### src/rcotr_pkg.sv
// Contract
// factory test register takes writes only in special mode.
// on reset release both trim registers load the factory trim from flash.
// trim registers always readable; writes land only while protect is 0.
// trim write while pll select is 1 clears lock and stable flags.
// temperature trim is five bits at 15 to 11, driven to compensation.
// frequency trim is ten bits at 9 to 0, driven to oscillator.
// frequency bits 9 to 6 form the coarse step of about 6 percent.
// frequency bits 5 to 0 form the fine step of about 0.3 percent.
// temperature codes 00000 and 10000 switch compensation off.
// temperature code is sign and magnitude; top bit set means positive.
// software should retrim frequency after changing temperature trim.
// bit 10 of the trim word reads zero and ignores writes.
package rcotr_pkg;
   localparam int AW = 3;
   localparam int DW = 8;
   localparam int INT_W = 3;
   localparam logic [2:0] OFS_TRIM_HI = 3'h0;
   localparam logic [2:0] OFS_TRIM_LO = 3'h1;
   localparam logic [2:0] OFS_PROTECT = 3'h2;
   localparam logic [2:0] OFS_TEST = 3'h3;
   localparam logic [2:0] OFS_FLAGS = 3'h4;
   localparam logic [2:0] OFS_INT_STAT = 3'h5;
   localparam logic [2:0] OFS_INT_MASK = 3'h6;
   // trim high byte layout
   localparam int TC_MSB = 7;
   localparam int TC_LSB = 3;
   localparam int HI_RSVD = 2;
   localparam int FRQ_HI_MSB = 1;
   localparam logic [7:0] HI_WMASK = 8'hFB;
   // frequency field split
   localparam int COARSE_LSB = 6;
   localparam int FINE_MSB = 5;
   // flag and interrupt bit positions
   localparam int FLG_LOCK = 0;
   localparam int FLG_STABLE = 1;
   localparam int EV_LOADED = 0;
   localparam int EV_REJECT = 1;
   localparam int EV_FLAGCLR = 2;
   localparam logic [7:0] PROTECT_KEY = 8'h26;
   localparam logic [7:0] RST_TRIM_HI = 8'h00;
   localparam logic [7:0] RST_TRIM_LO = 8'h00;
   localparam logic [7:0] RST_TEST = 8'h00;
   localparam logic RST_PROTECT = 1'b0;
   localparam logic [INT_W-1:0] RST_MASK = 3'h0;
   typedef enum logic {LOAD_WAIT, RUN} rcotr_load_e;
endpackage

### src/rcotr_top.sv
`timescale 1ns/10ps
module rcotr_top
(
   input  wire logic       CLK,
   input  wire logic       ARST_N,
   input  wire logic [2:0] BUS_ADDR,
   input  wire logic [7:0] BUS_WDATA,
   input  wire logic       BUS_WR,
   input  wire logic       BUS_RD,
   output logic      [7:0] BUS_RDATA,
   input  wire logic       SPECIAL_MODE,
   input  wire logic       FLASH_TRIM_VALID,
   input  wire logic [15:0] FLASH_TRIM_DATA,
   input  wire logic       PLL_CLOCK_SELECT,
   input  wire logic       PLL_LOCK_SET,
   input  wire logic       OSC_STABLE_SET,
   output logic [9:0]      RC_FREQ_TRIM,
   output logic [3:0]      COARSE_TRIM,
   output logic [5:0]      FINE_TRIM,
   output logic [4:0]      TEMP_COEFF_TRIM,
   output logic            TC_COMP_EN,
   output logic            TC_DIR_POS,
   output logic [3:0]      TC_MAGNITUDE,
   output logic [7:0]      FACTORY_TEST_REG,
   output logic            PLL_LOCK_FLAG,
   output logic            OSCILLATOR_STABLE_FLAG,
   output logic            TRIM_LOADED,
   output logic            IRQ
);
   // ***********************************************************
   // declarations
   // ***********************************************************
   rcotr_pkg::rcotr_load_e state_r;
   rcotr_pkg::rcotr_load_e state_nxt;
   logic [7:0]  trim_hi_r;
   logic [7:0]  trim_hi_nxt;
   logic [7:0]  trim_lo_r;
   logic [7:0]  trim_lo_nxt;
   logic        protect_r;
   logic        protect_nxt;
   logic [7:0]  test_r;
   logic [7:0]  test_nxt;
   logic        lock_r;
   logic        lock_nxt;
   logic        stable_r;
   logic        stable_nxt;
   logic [2:0]  mask_r;
   logic [2:0]  mask_nxt;
   logic [7:0]  rdata_nxt;
   logic [2:0]  int_stat;
   logic [2:0]  int_set;
   logic        int_clr;
   logic        trim_wr;
   logic        trim_ok;
   logic        trim_clear;
   logic        dec_en;
   logic        dec_pos;
   logic [3:0]  dec_mag;
   logic        tc_en_nxt;
   logic        tc_pos_nxt;
   logic [3:0]  tc_mag_nxt;

   function automatic logic is_trim(input logic [2:0] a);
      is_trim = (a == rcotr_pkg::OFS_TRIM_HI) ||
                (a == rcotr_pkg::OFS_TRIM_LO);
   endfunction

   // ***********************************************************
   // write qualification
   // ***********************************************************
   always_comb
   begin
      trim_wr = BUS_WR & is_trim(BUS_ADDR);
      trim_ok = trim_wr & ~protect_r &
                (state_r == rcotr_pkg::RUN);
      trim_clear = trim_wr & PLL_CLOCK_SELECT;
   end

   // ***********************************************************
   // factory load sequence
   // ***********************************************************
   always_comb
   begin
      state_nxt = state_r;
      unique case (state_r)
         rcotr_pkg::LOAD_WAIT:
         begin
            if (FLASH_TRIM_VALID)
               state_nxt = rcotr_pkg::RUN;
         end
         rcotr_pkg::RUN:
         begin
            state_nxt = rcotr_pkg::RUN;
         end
      endcase
   end

   always_ff @(posedge CLK or negedge ARST_N)
   begin
      if (!ARST_N)
         state_r <= rcotr_pkg::LOAD_WAIT;
      else
         state_r <= state_nxt;
   end

   // ***********************************************************
   // trim registers
   // ***********************************************************
   always_comb
   begin
      trim_hi_nxt = trim_hi_r;
      trim_lo_nxt = trim_lo_r;
      if (state_r == rcotr_pkg::LOAD_WAIT && FLASH_TRIM_VALID)
      begin
         trim_hi_nxt = FLASH_TRIM_DATA[15:8] & rcotr_pkg::HI_WMASK;
         trim_lo_nxt = FLASH_TRIM_DATA[7:0];
      end
      else if (trim_ok)
      begin
         if (BUS_ADDR == rcotr_pkg::OFS_TRIM_HI)
            trim_hi_nxt = BUS_WDATA & rcotr_pkg::HI_WMASK;
         else
            trim_lo_nxt = BUS_WDATA;
      end
   end

   always_ff @(posedge CLK or negedge ARST_N)
   begin
      if (!ARST_N)
      begin
         trim_hi_r <= rcotr_pkg::RST_TRIM_HI;
         trim_lo_r <= rcotr_pkg::RST_TRIM_LO;
      end
      else
      begin
         trim_hi_r <= trim_hi_nxt;
         trim_lo_r <= trim_lo_nxt;
      end
   end

   // ***********************************************************
   // protection and factory test registers
   // ***********************************************************
   always_comb
   begin
      protect_nxt = protect_r;
      test_nxt = test_r;
      if (BUS_WR && BUS_ADDR == rcotr_pkg::OFS_PROTECT)
         protect_nxt = (BUS_WDATA != rcotr_pkg::PROTECT_KEY);
      if (BUS_WR && BUS_ADDR == rcotr_pkg::OFS_TEST && SPECIAL_MODE)
         test_nxt = BUS_WDATA;
   end

   always_ff @(posedge CLK or negedge ARST_N)
   begin
      if (!ARST_N)
      begin
         protect_r <= rcotr_pkg::RST_PROTECT;
         test_r <= rcotr_pkg::RST_TEST;
      end
      else
      begin
         protect_r <= protect_nxt;
         test_r <= test_nxt;
      end
   end

   // ***********************************************************
   // lock and oscillator stable flags
   // ***********************************************************
   always_comb
   begin
      lock_nxt = PLL_LOCK_SET | (lock_r & ~trim_clear);
      stable_nxt = OSC_STABLE_SET | (stable_r & ~trim_clear);
   end

   always_ff @(posedge CLK or negedge ARST_N)
   begin
      if (!ARST_N)
      begin
         lock_r <= 1'b0;
         stable_r <= 1'b0;
      end
      else
      begin
         lock_r <= lock_nxt;
         stable_r <= stable_nxt;
      end
   end

   // ***********************************************************
   // temperature compensation decode
   // ***********************************************************
   rcotr_tc_decode u_tc
   (
      .tc        (trim_hi_r[rcotr_pkg::TC_MSB:rcotr_pkg::TC_LSB]),
      .comp_en   (dec_en),
      .dir_pos   (dec_pos),
      .magnitude (dec_mag)
   );

   always_comb
   begin
      tc_en_nxt = dec_en;
      tc_pos_nxt = dec_pos;
      tc_mag_nxt = dec_mag;
   end

   always_ff @(posedge CLK or negedge ARST_N)
   begin
      if (!ARST_N)
      begin
         TC_COMP_EN <= 1'b0;
         TC_DIR_POS <= 1'b0;
         TC_MAGNITUDE <= 4'h0;
      end
      else
      begin
         TC_COMP_EN <= tc_en_nxt;
         TC_DIR_POS <= tc_pos_nxt;
         TC_MAGNITUDE <= tc_mag_nxt;
      end
   end

   // ***********************************************************
   // interrupts
   // ***********************************************************
   always_comb
   begin
      int_set = 3'h0;
      int_set[rcotr_pkg::EV_LOADED] =
         (state_r == rcotr_pkg::LOAD_WAIT) & FLASH_TRIM_VALID;
      int_set[rcotr_pkg::EV_REJECT] = trim_wr & ~trim_ok;
      int_set[rcotr_pkg::EV_FLAGCLR] = trim_clear;
      int_clr = BUS_RD & (BUS_ADDR == rcotr_pkg::OFS_INT_STAT);
      mask_nxt = mask_r;
      if (BUS_WR && BUS_ADDR == rcotr_pkg::OFS_INT_MASK)
         mask_nxt = BUS_WDATA[rcotr_pkg::INT_W-1:0];
   end

   rcotr_sticky u_int
   (
      .clk    (CLK),
      .arst_n (ARST_N),
      .set    (int_set),
      .clr    (int_clr),
      .q      (int_stat)
   );

   always_ff @(posedge CLK or negedge ARST_N)
   begin
      if (!ARST_N)
         mask_r <= rcotr_pkg::RST_MASK;
      else
         mask_r <= mask_nxt;
   end

   // ***********************************************************
   // read port
   // ***********************************************************
   always_comb
   begin
      rdata_nxt = 8'h00;
      if (BUS_RD)
      begin
         unique case (BUS_ADDR)
            rcotr_pkg::OFS_TRIM_HI:  rdata_nxt = trim_hi_r;
            rcotr_pkg::OFS_TRIM_LO:  rdata_nxt = trim_lo_r;
            rcotr_pkg::OFS_PROTECT:  rdata_nxt = {7'h00, protect_r};
            rcotr_pkg::OFS_TEST:     rdata_nxt = test_r;
            rcotr_pkg::OFS_FLAGS:    rdata_nxt = {6'h00, stable_r, lock_r};
            rcotr_pkg::OFS_INT_STAT: rdata_nxt = {5'h00, int_stat};
            rcotr_pkg::OFS_INT_MASK: rdata_nxt = {5'h00, mask_r};
            default:                 rdata_nxt = 8'h00;
         endcase
      end
   end

   always_ff @(posedge CLK or negedge ARST_N)
   begin
      if (!ARST_N)
         BUS_RDATA <= 8'h00;
      else
         BUS_RDATA <= rdata_nxt;
   end

   // ***********************************************************
   // outputs
   // ***********************************************************
   always_comb
   begin
      RC_FREQ_TRIM = {trim_hi_r[rcotr_pkg::FRQ_HI_MSB:0], trim_lo_r};
      COARSE_TRIM = RC_FREQ_TRIM[9:rcotr_pkg::COARSE_LSB];
      FINE_TRIM = RC_FREQ_TRIM[rcotr_pkg::FINE_MSB:0];
      TEMP_COEFF_TRIM = trim_hi_r[rcotr_pkg::TC_MSB:rcotr_pkg::TC_LSB];
      FACTORY_TEST_REG = test_r;
      PLL_LOCK_FLAG = lock_r;
      OSCILLATOR_STABLE_FLAG = stable_r;
      TRIM_LOADED = (state_r == rcotr_pkg::RUN);
      IRQ = |(int_stat & mask_r);
   end

   // ***********************************************************
   // checks
   // ***********************************************************
   chk_test_write_mode: assert property (
      @(posedge CLK) disable iff (!ARST_N)
      BUS_WR && BUS_ADDR == rcotr_pkg::OFS_TEST && !SPECIAL_MODE
      |=> FACTORY_TEST_REG == $past(FACTORY_TEST_REG))
      else $error("test register written outside special mode");

   chk_factory_load: assert property (
      @(posedge CLK) disable iff (!ARST_N)
      !TRIM_LOADED && FLASH_TRIM_VALID && $past(ARST_N)
      |=> TRIM_LOADED && RC_FREQ_TRIM == $past(FLASH_TRIM_DATA[9:0])
          && TEMP_COEFF_TRIM == $past(FLASH_TRIM_DATA[15:11]))
      else $error("factory trim not loaded");

   chk_protect_blocks: assert property (
      @(posedge CLK) disable iff (!ARST_N)
      BUS_WR && is_trim(BUS_ADDR) && protect_r && TRIM_LOADED
      |=> $stable(RC_FREQ_TRIM) && $stable(TEMP_COEFF_TRIM))
      else $error("protected trim write took effect");

   chk_trim_readback: assert property (
      @(posedge CLK) disable iff (!ARST_N)
      BUS_RD && BUS_ADDR == rcotr_pkg::OFS_TRIM_LO && !trim_ok
      |=> BUS_RDATA == $past(RC_FREQ_TRIM[7:0]))
      else $error("trim low readback wrong");

   chk_flags_cleared: assert property (
      @(posedge CLK) disable iff (!ARST_N)
      BUS_WR && is_trim(BUS_ADDR) && PLL_CLOCK_SELECT
      && !PLL_LOCK_SET && !OSC_STABLE_SET
      |=> !PLL_LOCK_FLAG && !OSCILLATOR_STABLE_FLAG)
      else $error("flags not cleared by trim write");

   chk_tc_field: assert property (
      @(posedge CLK) disable iff (!ARST_N)
      trim_ok && BUS_ADDR == rcotr_pkg::OFS_TRIM_HI
      |=> TEMP_COEFF_TRIM == $past(BUS_WDATA[7:3]))
      else $error("temperature trim field wrong");

   chk_freq_field: assert property (
      @(posedge CLK) disable iff (!ARST_N)
      trim_ok && BUS_ADDR == rcotr_pkg::OFS_TRIM_HI
      |=> RC_FREQ_TRIM[9:8] == $past(BUS_WDATA[1:0])
          && COARSE_TRIM[3:2] == $past(BUS_WDATA[1:0]))
      else $error("frequency high bits wrong");

   chk_fine_field: assert property (
      @(posedge CLK) disable iff (!ARST_N)
      trim_ok && BUS_ADDR == rcotr_pkg::OFS_TRIM_LO
      |=> FINE_TRIM == $past(BUS_WDATA[5:0])
          && COARSE_TRIM[1:0] == $past(BUS_WDATA[7:6]))
      else $error("fine trim field wrong");

   chk_tc_disable: assert property (
      @(posedge CLK) disable iff (!ARST_N)
      TEMP_COEFF_TRIM[3:0] == 4'h0 && $stable(TEMP_COEFF_TRIM)
      |=> !TC_COMP_EN)
      else $error("compensation left on for nominal code");

   chk_tc_sign: assert property (
      @(posedge CLK) disable iff (!ARST_N)
      ##1 TC_DIR_POS == $past(TEMP_COEFF_TRIM[4])
      && TC_MAGNITUDE == $past(TEMP_COEFF_TRIM[3:0]))
      else $error("sign or magnitude decode wrong");

   chk_rsvd_zero: assert property (
      @(posedge CLK) disable iff (!ARST_N)
      BUS_RD && BUS_ADDR == rcotr_pkg::OFS_TRIM_HI
      |=> BUS_RDATA[rcotr_pkg::HI_RSVD] == 1'b0)
      else $error("reserved trim bit reads one");
endmodule

### src/rcotr_tc_decode.sv
`timescale 1ns/10ps
module rcotr_tc_decode
(
   input  wire logic [4:0] tc,
   output logic            comp_en,
   output logic            dir_pos,
   output logic [3:0]      magnitude
);
   always_comb
   begin
      comp_en = (tc[3:0] != 4'h0);
      dir_pos = tc[4];
      magnitude = tc[3:0];
   end
endmodule

### src/rcotr_sticky.sv
`timescale 1ns/10ps
module rcotr_sticky
(
   input  wire logic                         clk,
   input  wire logic                         arst_n,
   input  wire logic [rcotr_pkg::INT_W-1:0] set,
   input  wire logic                         clr,
   output logic      [rcotr_pkg::INT_W-1:0] q
);
   logic [rcotr_pkg::INT_W-1:0] q_nxt;

   genvar i;
   generate
      for (i = 0; i < rcotr_pkg::INT_W; i++)
      begin : g_bit
         // set wins over a clearing read in the same cycle
         always_comb
         begin
            q_nxt[i] = set[i] | (q[i] & ~clr);
         end
         always_ff @(posedge clk or negedge arst_n)
         begin
            if (!arst_n)
               q[i] <= 1'b0;
            else
               q[i] <= q_nxt[i];
         end
      end
   endgenerate
endmodule

### config.mk
export PLATFORM = sky130hd
export DESIGN_NAME = rcotr_top
export DESIGN_NICKNAME = d
export VERILOG_FILES = /design/src/rcotr_pkg.sv /design/src/rcotr_top.sv /design/src/rcotr_tc_decode.sv /design/src/rcotr_sticky.sv
export SDC_FILE = /design/constraint.sdc
export NUM_CORES = 1
export LEC_CHECK = 0
export CORE_ASPECT_RATIO = 0.8
export CORE_MARGIN = 3
export CORE_UTILIZATION = 55
export CTS_BUF_LIST = sky130_fd_sc_hd__clkbuf_2 sky130_fd_sc_hd__clkbuf_4 sky130_fd_sc_hd__clkbuf_8
export DETAILED_ROUTE_END_ITERATION = 8
export DONT_BUFFER_PORTS = 1
export PLACE_DENSITY = 0.74
export SKIP_LAST_GASP = 1
export SYNTH_ARGS = -nofsm -noshare
export SYNTH_HDL_FRONTEND = slang
export SYNTH_SLANG_ARGS = --single-unit
export TNS_END_PERCENT = 1
### constraint.sdc
create_clock -name CLK -period 1.75 [get_ports CLK]
set_clock_uncertainty 0.2 [all_clocks]
set_input_delay 0.2625 -clock CLK [delete_from_list [all_inputs] [get_ports CLK]]
set_output_delay 0.2625 -clock CLK [all_outputs]
set_load 0.01 [all_outputs]
# Word-level counts from Yosys, hierarchy flattened

Cells that the tools add are included.

Add/sub/neg operators: 0
Multipliers: 0
Divide/modulo/power cells: 0
Magnitude comparators: 0
Equal/unequal tests: 8
Shift operators: 0
Multiplexer cells: 10
Bitwise logic cells: 23
Reduce and logical (&&, ||, !) cells: 13

Operator list:

| kind                                                            | count |
|---|---|
| 8-bit 2-to-1 mux                                                | 7 |
| 8-bit case mux with 7 select lines                              | 1 |
| 1-bit bitwise AND                                               | 12 |
| 3-bit == test, second input constant                            | 3 |
| 8-bit by 6-bit != test with 1-bit output, second input constant | 1 |
| 3-bit by 2-bit == test with 1-bit output, second input constant | 2 |
| 1-bit logical AND                                               | 5 |
| 1-bit inverter                                                  | 5 |
| 1-bit OR                                                        | 5 |
| 2-bit AND reduction                                             | 2 |
| 2-bit nonzero test                                              | 2 |
| 4-bit nonzero test                                              | 1 |
| 3-bit bitwise AND                                               | 1 |
| 3-bit by 1-bit == test with 1-bit output, second input constant | 1 |
| 3-bit zero test                                                 | 1 |
| 3-bit OR reduction                                              | 1 |
| 2-bit by 1-bit != test with 1-bit output, second input constant | 1 |
| 1-bit case mux with 2 select lines                              | 1 |
| 1-bit logical OR                                                | 1 |
| 1-bit 2-to-1 mux                                                | 1 |

Register bits: 48
Bits in latches: 0
Memory bits (writable): 0
Memory bits (read-only): 0
Output and inout bits: 51
Memories: 0

# Logic depth before layout (Yosys ltp)

Depth in word-level cells: 8
Depth in mapped cells: 5

# Cells and area by module

From an unflattened synthesis, not the netlist that was laid out.

Cells, all modules: 219
Area total of the unflattened synthesis: 2346.0 µm²

By module, submodules not included:

| module          | times used | cells an instance | area each (µm²) | sequential area each (µm²) |
|---|---|---|---|---|
| rcotr_top       | 1          | 206               | 2199.6          | 1101.1 |
| rcotr_sticky    | 1          | 7                 | 101.3           | 75.1 |
| rcotr_tc_decode | 1          | 6                 | 45.0            | 0.0 |

# Worst setup path before layout

No wires, ideal clock.

Path kind: reg-to-reg
Start: reg state_r (netlist: TRIM_LOADED)
End: reg trim_hi_r[0]
Library setup time: 0.132 ns
Data arrival time: 1.187 ns
Required time: 1.418 ns
Setup slack: 0.231 ns
Stages on the path, launching flop included: 5
Path buffers: 0
Clock period less this slack: 1.519 ns
Cells stage by stage: dfrtp_1 -> nor2b_1 -> nand3_2 -> mux2i_1 -> o21ai_1

Word-level cells in the longest chain between the ends: 4
Elaborated cells on any way between the ends: 7

RTL lines:

| item                          | RTL line         | RTL |
|---|---|---|
| start: declaration            | rcotr_top.sv:33  | `rcotr_pkg::rcotr_load_e state_r;` |
| start signal: assignment      | rcotr_top.sv:101 | `state_r <= rcotr_pkg::LOAD_WAIT;` |
| start signal: assignment      | rcotr_top.sv:103 | `state_r <= state_nxt;` |
| 1-bit inverter                | rcotr_top.sv:113 | `if (state_r == rcotr_pkg::LOAD_WAIT && FLASH_TRIM_VALID)` |
| 1-bit logical AND             | rcotr_top.sv:113 |  |
| 2-bit nonzero test (no line)  | -                |  |
| 2-bit AND reduction (no line) | -                |  |
| end signal: assignment        | rcotr_top.sv:131 | `trim_hi_r <= rcotr_pkg::RST_TRIM_HI;` |
| end signal: assignment        | rcotr_top.sv:136 | `trim_hi_r <= trim_hi_nxt;` |
| end: declaration              | rcotr_top.sv:35  | `logic [7:0] trim_hi_r;` |

Several ways; a longest one is shown, not always the timed one.
A chain may end at the register's enable or synchronous reset.

# Worst setup path in the final report

Start: reg u_int.q[2] (netlist bit)
End: out IRQ

Word-level cells in the longest chain between the ends: 2

RTL lines:

| item                             | RTL line           | RTL |
|---|---|---|
| start: declaration               | rcotr_sticky.sv:8  | `output logic [rcotr_pkg::INT_W-1:0] q` |
| start signal: indexed assignment | rcotr_sticky.sv:26 | `q[i] <= q_nxt[i];` |
| 3-bit bitwise AND                | rcotr_top.sv:300   | `IRQ = \|(int_stat & mask_r);` |
| 3-bit OR reduction               | rcotr_top.sv:300   |  |
| end: declaration                 | rcotr_top.sv:28    | `output logic IRQ` |

No other way between the ends.

==> results.cfg <==
[setup_path]
startpoint_type = flop
worst-endpoint-required_ns = 1.29
crit_fanout = 3
setup.worst_path.class = reg -> out
worstSetupEndpointType = primary output
worst-r2r-cell-count = 3
crit_arrival_ns = 1.16

[pwr]
total_leakage_power_nw = 1.20
pwr_density_cell_nw_per_um2 = 1160
vdd.ir_drop.worst_v = 0.000835
total_power_w = 0.00308

[floorplan]
coreArea_um2 = 3640
start_util_pct = 60.4
die_area_um2 = 4790
num_rows = 19
ios = 87
die_w_um = 76.7
die_h_um = 62.5

[sta]
setup_violations = 0
slew_viol_final = 0
grt_setup_unrepaired = no
period_share_pct = 93.0
fin_setup_tns_ns = 0
fin_crit_ns = 1.63
hold_viol_final = 1
tightest_slew_ns = 0.408
max_freq_ghz = 0.615
max-slew-margin-rel_pct = 72.4
holdWs_ns = -0.00243

[clock_network]
cts_setup_buffers = 0
cts_sinks = 47
cts_tree = built
numCtsBuffers = 5
clock-root-buffer = clkbuf_8
clockBufferDepth = 2
cts_htree_levels = 2
insertion_delay_ns = 0.31
clkTransAtPathRegs_ns = 0.09

[cells_and_area]
multi_input_area_um2 = 905
area_delta_synth_final_pct = 21.2
antennaDiodeCount = 0
drive_above_1_share_pct = 17.8
num-fill-cells = 267
postLayoutCellArea_um2 = 2660
nNetsFinal = 249
seq_area_um2 = 1180

[synthesis]
ys_top_cells_by_area = dfrtp_1 (54%), mux2_2 (8.2%), mux2i_1 (7.3%)
synth_seq_cells = 47
synth.distinct_cells = 36
synth_fp_nets = 224
avgSynthCellArea_um2 = 11.7
synth_cells = 188
yosysTopAreaCell = dfrtp_1
synth-seq-area-share_pct = 53.5
netlist_area_um2 = 2200
yosys_warnings = 0
synth_top_cell_area_share_pct = 53.5

[routing]
drt_iter0_markers = 157
drt_first_pass_iters = 4
vias_per_cell = 5.90
vias = 1570
remaining_drc_errors = 0
antenna_left = 0
wl_um = 5360
wire_per_inst_um = 20.1

[global_route]
grt_max_degree = 48
antenna_found_initial = 0
grt_pass1_wl_um = 8760
grt_usage_pct = 23.8
grt_overflow = 0
first_global_vias = 1577

[outcome]
violations = negative hold slack
status = finished, violations left

[placement]
placed_cell_area_um2 = 2170
gp_congestion = 0.818
post-dp-hpwl_um = 3600
port_buffers = 0

[min_path]
whs_path_depth = 2
hold_class = in -> reg

[run]
cap_viol_max_count = 0
==> kinds of logic (layout without fill, tap and decap cells) <==
logic type | after synthesis | after routing | synth area share (%)
multiplexers | 36 | 36 | 17.5
AND/OR/NAND/NOR | 51 | 51 | 13.2
buffers and inverters | 20 | 46 | 5.87
flip-flops | 47 | 47 | 53.5
AO/OA/AOI/OAI | 34 | 34 | 9.85
==> placed cells by master (no fill, tap or decap), drive strengths merged <==
master / instances
a21o: 3
a21oi: 2
a221oi: 1
a222oi: 1
a22o: 2
a22oi: 6
a41oi: 2
and2b: 2
buf: 5
bufinv: 2
clkbuf: 6
dfrtp: 47
dlygate4sd3: 32
inv: 1
mux2: 20
mux2i: 16
nand2: 20
nand2b: 3
nand3: 7
nand3b: 1
nand4: 1
nor2: 8
nor2b: 4
nor3: 1
nor4b: 1
nor4bb: 1
o21ai: 17
or2: 1
or4: 1
==> stage by stage <==
stage	worst slack, ns	hold slack [ns]	utilization (%)	std cells
2_1_floorplan	0.231	-0.233	-	188
4_1_cts	0.109	0.000469	73.0	266
3_3_place_gp	0.160	-0.232	59.6	225
5_1_grt	0.0520	0.00447	73.2	266
3_5_place_dp	0.133	-0.232	59.6	225
6_report	0.123	-0.00243	73.2	266
==> layer usage <==
metal  vias to the layer above  GRT usage (%)  wire (µm)
met1                       770           32.2       2330
li1                        713              -          -
met3                         7           6.63        450
met2                        80           36.3       2490
met5                         -              0          0
met4                         0           9.73         80
==> synth_stat cells, drive strengths merged <==
library cell	n
nor4bb	1
nor3	1
o21ai	17
and2b	2
a222oi	1
nor4b	1
a22o	2
a22oi	6
mux2	20
a21oi	2
nand2b	3
or2	1
a221oi	1
nand3	7
clkbuf	3
or4	1
mux2i	16
a21o	3
nor2b	4
buf	16
nand2	20
dfrtp	47
inv	1
nor2	8
nand3b	1
a41oi	2
nand4	1
==> sequential cells by signal, indices dropped and copies added (netlist names) <==
name                    cells
FACTORY_TEST_REG            8
trim_hi_r                   7
protect_r                   1
TC_DIR_POS                  1
trim_lo_r                   8
TC_COMP_EN                  1
BUS_RDATA                   8
mask_r                      3
OSCILLATOR_STABLE_FLAG      1
TRIM_LOADED                 1
TC_MAGNITUDE                4
PLL_LOCK_FLAG               1
u_int.q                     3
==> critical path: stages, from the launching register on <==
cell and delay, ns:
dfrtp_1 0.40, a222oi_1 0.33, inv_1 0.13
==> layout make-up <==
| class | count | area share [%] |
|---|---|---|
| clock buffer | 6 | 2.87 |
| timing repair buffer | 37 | 14.2 |
| inverter | 1 | 0.141 |
| tap | 52 | 2.44 |
| sequential | 47 | 44.2 |
| multi-input combinational | 121 | 34.0 |
| clock inverter | 2 | 2.25 |
==> repair_timing <==
action | CTS | global route
endpoints found under the hold margin | 86 | 0
endpoints found under the setup margin | 0 | 1
hold buffers | 33 | 0
resized for setup | 0 | 2
==> worst paths after layout <==
check | from | to | slack, ns
worst max-delay path | u_int.q[2] | IRQ | 0.12
worst min-delay path | BUS_WDATA[5] | trim_lo_r[5] | -0.002
worst max register to register | trim_hi_r[0] | BUS_RDATA[0] | 0.20
worst min register to register | u_int.q[2] | u_int.q[2] | 0.32
max in group asynchronous | ARST_N | trim_lo_r[7] | 0.88
min in group asynchronous | ARST_N | u_int.q[1] | 0.27
==> report_power, final <==
group,switching [W],internal (W)
combinational,0.000194,0.000256
sequential,0.000370,0.00132
clock,0.000358,0.000586
(Power assumes the default switching activity.)
